==> src/shared/led_ctrl_pkg.sv <==
// Constants and types for the PHY LED indicator control block
// Operation
// - Sense each LED pin drive polarity at reset
// - Drive LEDs at sensed level per config
// - Keep sensed polarity until next reset
// - Second pin sourcing clears duplex preset
// - Second pin sinking sets duplex preset
// - No LED on second pin: preset undefined
// - Each pin has own 4-bit config field
// - Stretch times 40, 70, 140 ms
// - Code 1110 duplex plus collisions, always stretched
// - Code 1101 link plus tx/rx, always stretched
// - Code 1100 link plus rx, always stretched
// - Codes 1011 slow, 1010 fast, 1001 off, 1000 on
// - Code 0111 tx and rx, stretch if enabled
// - Code 0101 duplex, code 0100 link
// - Code 0011 collisions, stretch if enabled
// - Second field bits 7-4, same codes
// - Code 0010 rx, 0001 tx; 0000 reserved
// - Stretch select 00 normal, 01 medium, 10 long
package led_ctrl_pkg;

  // Register map
  localparam int          REG_ADDR_W       = 4;
  localparam logic [3:0]  LED_CONTROL_ADDR = 4'h0;
  localparam logic [15:0] LED_CONTROL_RST  = 16'h0422;

  // Field positions
  localparam int FIRST_CFG_LSB  = 8;
  localparam int SECOND_CFG_LSB = 4;
  localparam int TIME_SEL_LSB   = 2;
  localparam int STRETCH_EN_BIT = 1;

  // Configuration codes
  localparam logic [3:0] CFG_DUP_COL   = 4'he;
  localparam logic [3:0] CFG_LINK_TXRX = 4'hd;
  localparam logic [3:0] CFG_LINK_RX   = 4'hc;
  localparam logic [3:0] CFG_BLINK_SLO = 4'hb;
  localparam logic [3:0] CFG_BLINK_FST = 4'ha;
  localparam logic [3:0] CFG_OFF       = 4'h9;
  localparam logic [3:0] CFG_ON        = 4'h8;
  localparam logic [3:0] CFG_TXRX      = 4'h7;
  localparam logic [3:0] CFG_DUPLEX    = 4'h5;
  localparam logic [3:0] CFG_LINK      = 4'h4;
  localparam logic [3:0] CFG_COL       = 4'h3;
  localparam logic [3:0] CFG_RX        = 4'h2;
  localparam logic [3:0] CFG_TX        = 4'h1;

  // Stretch time select codes
  localparam logic [1:0] TSEL_MEDIUM = 2'h1;
  localparam logic [1:0] TSEL_LONG   = 2'h2;

  // Timing
  localparam int CLK_PERIOD_NS = 10;
  localparam int NS_PER_MS     = 1000000;
  localparam int CYCLES_PER_MS = NS_PER_MS / CLK_PERIOD_NS;
  localparam int NORMAL_STRETCH_MS = 40;
  localparam int MEDIUM_STRETCH_MS = 70;
  localparam int LONG_STRETCH_MS   = 140;
  localparam int BLINK_SLOW_MS     = 500;
  localparam int BLINK_FAST_MS     = 100;
  localparam int NORMAL_STRETCH_CYCLES = NORMAL_STRETCH_MS * CYCLES_PER_MS;
  localparam int MEDIUM_STRETCH_CYCLES = MEDIUM_STRETCH_MS * CYCLES_PER_MS;
  localparam int LONG_STRETCH_CYCLES   = LONG_STRETCH_MS * CYCLES_PER_MS;
  localparam int BLINK_SLOW_CYCLES     = BLINK_SLOW_MS * CYCLES_PER_MS;
  localparam int BLINK_FAST_CYCLES     = BLINK_FAST_MS * CYCLES_PER_MS;
  localparam logic [7:0] SENSE_CYCLES  = 8'h08;

  // Sequencer phases
  typedef enum logic {PH_SENSE, PH_RUN} phase_t;

endpackage

==> src/logic/phy_led_indicator_control.sv <==
// PHY LED indicator control: polarity sensing, display select, stretching
//
// The plain strobed port and the register addresses were decided locally.
`timescale 1ns/10ps
module phy_led_indicator_control
  import led_ctrl_pkg::*;
#(
  parameter int NORMAL_CYCLES = NORMAL_STRETCH_CYCLES,
  parameter int MEDIUM_CYCLES = MEDIUM_STRETCH_CYCLES,
  parameter int LONG_CYCLES   = LONG_STRETCH_CYCLES,
  parameter int SLOW_CYCLES   = BLINK_SLOW_CYCLES,
  parameter int FAST_CYCLES   = BLINK_FAST_CYCLES
) (
  // Clock and reset
  input  wire logic                  REF_CLK,
  input  wire logic                  SYS_RST,
  // Register port
  input  wire logic [REG_ADDR_W-1:0] REG_ADDR,
  input  wire logic [15:0]           REG_WDATA,
  input  wire logic                  REG_WR,
  input  wire logic                  REG_RD,
  output logic      [15:0]           REG_RDATA,
  // PHY status, same clock
  input  wire logic                  LINK_UP,
  input  wire logic                  DUPLEX_FULL,
  input  wire logic                  TX_ACTIVE,
  input  wire logic                  RX_ACTIVE,
  input  wire logic                  COLLISION,
  // Duplex mode preset
  output logic                       DUPLEX_PRESET,
  output logic                       DUPLEX_PRESET_VALID,
  // First LED pin
  input  wire logic                  FIRST_LED_IN,
  output logic                       FIRST_LED_OUT,
  output logic                       FIRST_LED_OE,
  // Second LED pin
  input  wire logic                  SECOND_LED_IN,
  output logic                       SECOND_LED_OUT,
  output logic                       SECOND_LED_OE
);

  ////////////////////////////////////////////////////////////////////////
  // State

  typedef struct packed {
    logic [1:0]       pin_meta;
    logic [1:0]       pin_sync;
    phase_t           phase;
    logic [7:0]       sense_cnt;
    logic [1:0]       active_high;
    logic             duplex_preset;
    logic             preset_valid;
    logic [3:0]       first_led_config;
    logic [3:0]       second_led_config;
    logic [1:0]       stretch_time_select;
    logic             stretch_enable;
    logic [1:0][31:0] stretch_cnt;
    logic [31:0]      slow_cnt;
    logic [31:0]      fast_cnt;
    logic             blink_slow;
    logic             blink_fast;
    logic [1:0]       led_out;
    logic [1:0]       led_oe;
    logic [15:0]      rdata;
  } state_t;

  state_t cur;
  state_t nxt;

  ////////////////////////////////////////////////////////////////////////
  // Decoding shared by both pins

  // Raw activity event selected by a code
  function automatic logic code_event(input logic [3:0] code,
                                      input logic tx, input logic rx,
                                      input logic col);
    case (code)
      CFG_DUP_COL, CFG_COL:    code_event = col;
      CFG_LINK_TXRX, CFG_TXRX: code_event = tx | rx;
      CFG_LINK_RX, CFG_RX:     code_event = rx;
      CFG_TX:                  code_event = tx;
      default:                 code_event = 1'b0;
    endcase
  endfunction

  // Codes stretched whatever the enable says
  function automatic logic code_forced(input logic [3:0] code);
    case (code)
      CFG_DUP_COL, CFG_LINK_TXRX, CFG_LINK_RX: code_forced = 1'b1;
      default:                                 code_forced = 1'b0;
    endcase
  endfunction

  // Logical LED state for a code, before polarity
  function automatic logic code_level(input logic [3:0] code,
                                      input logic link, input logic dup,
                                      input logic act, input logic bs,
                                      input logic bf);
    case (code)
      CFG_DUP_COL:   code_level = dup | act;
      CFG_LINK_TXRX: code_level = link ^ act;
      CFG_LINK_RX:   code_level = link ^ act;
      CFG_BLINK_SLO: code_level = bs;
      CFG_BLINK_FST: code_level = bf;
      CFG_OFF:       code_level = 1'b0;
      CFG_ON:        code_level = 1'b1;
      CFG_TXRX:      code_level = act;
      CFG_DUPLEX:    code_level = dup;
      CFG_LINK:      code_level = link;
      CFG_COL:       code_level = act;
      CFG_RX:        code_level = act;
      CFG_TX:        code_level = act;
      default:       code_level = 1'b0;
    endcase
  endfunction

  ////////////////////////////////////////////////////////////////////////
  // Next state

  always_comb begin
    logic [1:0][3:0] cfg;
    logic [31:0]     load;
    logic            ev;
    logic            str;
    logic            act;
    logic            lvl;
    cfg  = '0;
    load = '0;
    ev   = 1'b0;
    str  = 1'b0;
    act  = 1'b0;
    lvl  = 1'b0;
    nxt  = cur;

    // Pin synchronisers
    nxt.pin_meta = {SECOND_LED_IN, FIRST_LED_IN};
    nxt.pin_sync = cur.pin_meta;

    // Polarity sensing with drivers released
    if (cur.phase == PH_SENSE) begin
      nxt.led_oe  = 2'b00;
      nxt.led_out = 2'b00;
      if (cur.sense_cnt == SENSE_CYCLES) begin
        // Idle low means the pin must source current
        nxt.active_high   = ~cur.pin_sync;
        nxt.duplex_preset = cur.pin_sync[1];
        nxt.preset_valid  = 1'b1;
        nxt.phase         = PH_RUN;
      end else begin
        nxt.sense_cnt = cur.sense_cnt + 8'h01;
      end
    end

    // Register write; reserved bits are not stored
    if (REG_WR && REG_ADDR == LED_CONTROL_ADDR) begin
      nxt.first_led_config    = REG_WDATA[FIRST_CFG_LSB +: 4];
      nxt.second_led_config   = REG_WDATA[SECOND_CFG_LSB +: 4];
      nxt.stretch_time_select = REG_WDATA[TIME_SEL_LSB +: 2];
      nxt.stretch_enable      = REG_WDATA[STRETCH_EN_BIT];
    end

    // Register read, data only in the following cycle
    nxt.rdata = '0;
    if (REG_RD && REG_ADDR == LED_CONTROL_ADDR) begin
      nxt.rdata[FIRST_CFG_LSB +: 4]  = cur.first_led_config;
      nxt.rdata[SECOND_CFG_LSB +: 4] = cur.second_led_config;
      nxt.rdata[TIME_SEL_LSB +: 2]   = cur.stretch_time_select;
      nxt.rdata[STRETCH_EN_BIT]      = cur.stretch_enable;
    end

    // Blink generators
    if (cur.slow_cnt >= 32'(SLOW_CYCLES - 1)) begin
      nxt.slow_cnt   = '0;
      nxt.blink_slow = ~cur.blink_slow;
    end else begin
      nxt.slow_cnt = cur.slow_cnt + 32'h1;
    end
    if (cur.fast_cnt >= 32'(FAST_CYCLES - 1)) begin
      nxt.fast_cnt   = '0;
      nxt.blink_fast = ~cur.blink_fast;
    end else begin
      nxt.fast_cnt = cur.fast_cnt + 32'h1;
    end

    // Selected stretch length; reserved select falls back to normal
    case (cur.stretch_time_select)
      TSEL_MEDIUM: load = 32'(MEDIUM_CYCLES - 1);
      TSEL_LONG:   load = 32'(LONG_CYCLES - 1);
      default:     load = 32'(NORMAL_CYCLES - 1);
    endcase

    // Per pin event stretching and drive
    cfg[0] = cur.first_led_config;
    cfg[1] = cur.second_led_config;
    for (int i = 0; i < 2; i++) begin
      ev  = code_event(cfg[i], TX_ACTIVE, RX_ACTIVE, COLLISION);
      str = code_forced(cfg[i]) | cur.stretch_enable;
      if (!str) begin
        nxt.stretch_cnt[i] = '0;
      end else if (ev) begin
        nxt.stretch_cnt[i] = load;
      end else if (cur.stretch_cnt[i] != 32'h0) begin
        nxt.stretch_cnt[i] = cur.stretch_cnt[i] - 32'h1;
      end
      act = ev | (str && cur.stretch_cnt[i] != 32'h0);
      lvl = code_level(cfg[i], LINK_UP, DUPLEX_FULL, act,
                       cur.blink_slow, cur.blink_fast);
      if (cur.phase == PH_RUN) begin
        nxt.led_oe[i]  = 1'b1;
        nxt.led_out[i] = cur.active_high[i] ? lvl : ~lvl;
      end
    end
  end

  ////////////////////////////////////////////////////////////////////////
  // State register

  always_ff @(posedge REF_CLK) begin
    if (SYS_RST) begin
      cur                     <= '0;
      cur.phase               <= PH_SENSE;
      cur.first_led_config    <= LED_CONTROL_RST[FIRST_CFG_LSB +: 4];
      cur.second_led_config   <= LED_CONTROL_RST[SECOND_CFG_LSB +: 4];
      cur.stretch_time_select <= LED_CONTROL_RST[TIME_SEL_LSB +: 2];
      cur.stretch_enable      <= LED_CONTROL_RST[STRETCH_EN_BIT];
    end else begin
      cur <= nxt;
    end
  end

  ////////////////////////////////////////////////////////////////////////
  // Outputs

  assign REG_RDATA           = cur.rdata;
  assign DUPLEX_PRESET       = cur.duplex_preset;
  assign DUPLEX_PRESET_VALID = cur.preset_valid;
  assign FIRST_LED_OUT       = cur.led_out[0];
  assign FIRST_LED_OE        = cur.led_oe[0];
  assign SECOND_LED_OUT      = cur.led_out[1];
  assign SECOND_LED_OE       = cur.led_oe[1];

endmodule

==> config.mk <==
export PLATFORM = sky130hd
export DESIGN_NAME = phy_led_indicator_control
export DESIGN_NICKNAME = d
export VERILOG_FILES = /design/src/shared/led_ctrl_pkg.sv /design/src/logic/phy_led_indicator_control.sv
export SDC_FILE = /design/constraint.sdc
export NUM_CORES = 1
export LEC_CHECK = 0
export BUFFER_PORTS_ARGS = -buffer_cell sky130_fd_sc_hd__buf_4
export CORE_MARGIN = 10
export CORE_UTILIZATION = 55
export CTS_CLUSTER_SIZE = 14
export DETAILED_ROUTE_END_ITERATION = 10
export PLACE_DENSITY = 0.74
export SLEW_MARGIN = 20
export SYNTH_ARGS = -nofsm -noshare
export SYNTH_HDL_FRONTEND = slang
export SYNTH_SLANG_ARGS = --single-unit
==> constraint.sdc <==
create_clock -name REF_CLK -period 5.12 [get_ports REF_CLK]
set_clock_uncertainty 0.15 [all_clocks]
set_input_delay 0.512 -clock REF_CLK [delete_from_list [all_inputs] [get_ports REF_CLK]]
set_output_delay 0.512 -clock REF_CLK [all_outputs]
set_load 0.01 [all_outputs]
==> results_dict.tcl <==
set metrics [dict create \
    syn_area_sq_mm 0.00762 \
    post_drt_wl_per_cell_um 13.5 \
    drive_above_1_share_pct 9.76 \
    ant_nets 0 \
    postCtsSetupBuffers 0 \
    antennaDiodeCount 0 \
    tritoncts "done" \
    async_flop_share_pct 0 \
    fin_crit_ns 3.27 \
    use_met3_pct 4.48 \
    cts_buffer_depth 2 \
    min_path_type "input port to flop" \
    drtIter0Drc 416 \
    die_area_sq_mm 0.0190 \
    max_freq_mhz 306 \
    maxSlewViolCount 0 \
    numCtsBuffers 17 \
    synthTopCellsByArea "dfxtp_1 45%, nor2_1 7.2%, xor2_1 7.1%" \
    tns_ns 0 \
    port_buffers 42 \
    dpl-instance-area_sq_mm 0.00798 \
    final_area_sq_mm 0.00855 \
    synth_edf_count 0 \
    yosysWarnings 0 \
    die_x_um 138 \
    relSlewSlack_pct 39.9 \
    status "finished clean" \
    yosys.area.top_type_share_pct 45.2 \
    finalNetCount 952 \
    routed_wl_um 14800 \
    seq_area_frac_synth_pct 45.2 \
    die_h_um 138 \
    place.gp.congestion 0.819 \
    antenna_found_initial 0 \
    cap_violations 0 \
    core.rowCount 42 \
    synthCells 878 \
    end_kind "flop" \
    cts_root_buffer "clkbuf_16" \
    syn_to_final_growth_pct 12.2 \
    yosysUniqueCellTypes 60 \
    initial_utilization_pct 56.9 \
    cts.sinks 172 \
    dp_cells 1066 \
    min_period_over_period_pct 63.8 \
    grtUsageMet1_pct 19.9 \
    synthFlopType "dfxtp_1" \
    required_ns 5.29 \
    grt.busiest_layer "met2" \
    cts_max_level 4 \
    crit_arrival_ns 3.44 \
    fin_cells 1098 \
    crit_fanout 10 \
    firstDrtPassIters 5 \
    peakVddDrop_mv 0.263 \
    finalHoldViolations 0 \
    drc 0 \
    p_leak_nw 3.37 \
    final_cell_mix "172 x dfxtp_1, 146 x nor2_1, 62 x xor2_1" \
    place_hpwl_um 10200 \
    tightest_slew_ns 0.902 \
    grt_pass1_wl_um 25000 \
    via_per_inst 5.32 \
    synth_top_area_cell "dfxtp_1" \
    setup_violations 0 \
    grt_max_degree 39 \
    layout_commonest_cell "dfxtp_1" \
    core_area_sq_mm 0.0134 \
    cts_hold_buf 0 \
    worstSetupStartpointType "flop" \
    critPathKind "flop to flop" \
    clock_latency_ns 0.43 \
    rsz0062_at_grt "no" \
    grt_pass1_vias 5457 \
    num_vias 5846 \
    grtUsageTotal_pct 16.2 \
    synth_seq_cells 172 \
    post_cts_resized 0 \
    io_pins 53 \
    power.density_mw_per_mm2 411 \
    gr-total-overflow 0 \
    grt_use_met2_pct 26.4 \
    clkTransAtPathRegs_ns 0.07 \
    syn_area_per_cell_sq_um 8.68 \
]
-- metal layers --
metal	share of wire (%)	vias to the layer above
met4	1.7	0
met2	47	77
met5	0	-
li1	-	3007
met3	3.6	21
met1	48	2741
-- synth_stat cells (11+ instances only) --
master    number
nand2_1       61
nor2_1       146
nand3_1       25
nand2b_1      12
inv_1         22
nor2b_1       13
dfxtp_1      172
or3_1         13
o21ai_0       19
a21oi_1       59
xor2_1        62
nor4_1        16
ha_1          12
xnor2_1       49
buf_4         17
or4_1         11
and3_1        15
nor3_1        24
mux2i_1       12
and2_1        14
clkbuf_1      29
-- through the flow --
step	worst slack [ns]	total power (W)	utilization, %	hold slack [ns]
CTS	1.87	0.00353	63.8	0.130
finish	1.85	0.00351	63.8	0.141
detailed placement	1.88	0.00228	59.5	0.279
global placement	1.92	0.00227	59.5	0.266
global route	1.76	0.00370	63.8	0.137
floorplan	2.12	0.00214	-	0.264
-- cells by family (layout without fill, tap and decap cells) --
group	after synthesis	count (layout)	synth area share (%)
muxes	15	15	2.02
other	1	19	0.0492
adders and majority gates	13	13	2.10
AOI/OAI and AO/OA	112	112	8.64
and+or+nand+nor	382	382	24.7
DFF	172	172	45.2
buffers and inverters	72	98	4.56
xor gates and xnor gates	111	111	12.8
-- area by class of cell --
type / instances / area, sq um
Clock buffer: 19 / 443
Clock inverter: 13 / 133
Fill cell: 1134 / 4850
Inverter: 23 / 91.3
Multi-Input combinational cell: 652 / 3900
Sequential cell: 172 / 3440
Tap cell: 176 / 220
Timing Repair Buffer: 43 / 323
-- critical path, stage by stage, from the launching register on --
cell,delay (ns)
dfxtp_1,0.36
or4_4,0.56
or4_4,0.44
or4_4,0.59
clkinv_4,0.09
o21ai_0,0.09
xnor2_1,0.16
o31ai_1,0.36
mux2_1,0.36
-- power breakdown --
part           internal, W  switching, W  leakage (nW)
registers          0.00145      0.000102          1.40
clock network     0.000695      0.000552         0.281
logic             0.000322      0.000387          1.69
-- worst paths after layout --
path	from	end	slack (ns)	cells after the start
setup / recovery	cur[121]	SECOND_LED_OUT	1.85	8
hold / removal	FIRST_LED_IN	cur[176]	0.14	2
setup reg to reg	cur[121]	SECOND_LED_OUT	1.85	8
hold reg to reg	cur[176]	cur[174]	0.29	1
-- state kept, by name (all words and copies together) (netlist names) --
| register | flops |
|---|---|
| REG_RDATA | 11 |
| FIRST_LED_OUT | 1 |
| SECOND_LED_OUT | 1 |
| DUPLEX_PRESET | 1 |
| DUPLEX_PRESET_VALID | 1 |
| cur | 156 |
| FIRST_LED_OE | 1 |
Note: power is estimated with default switching activity, not from simulation.
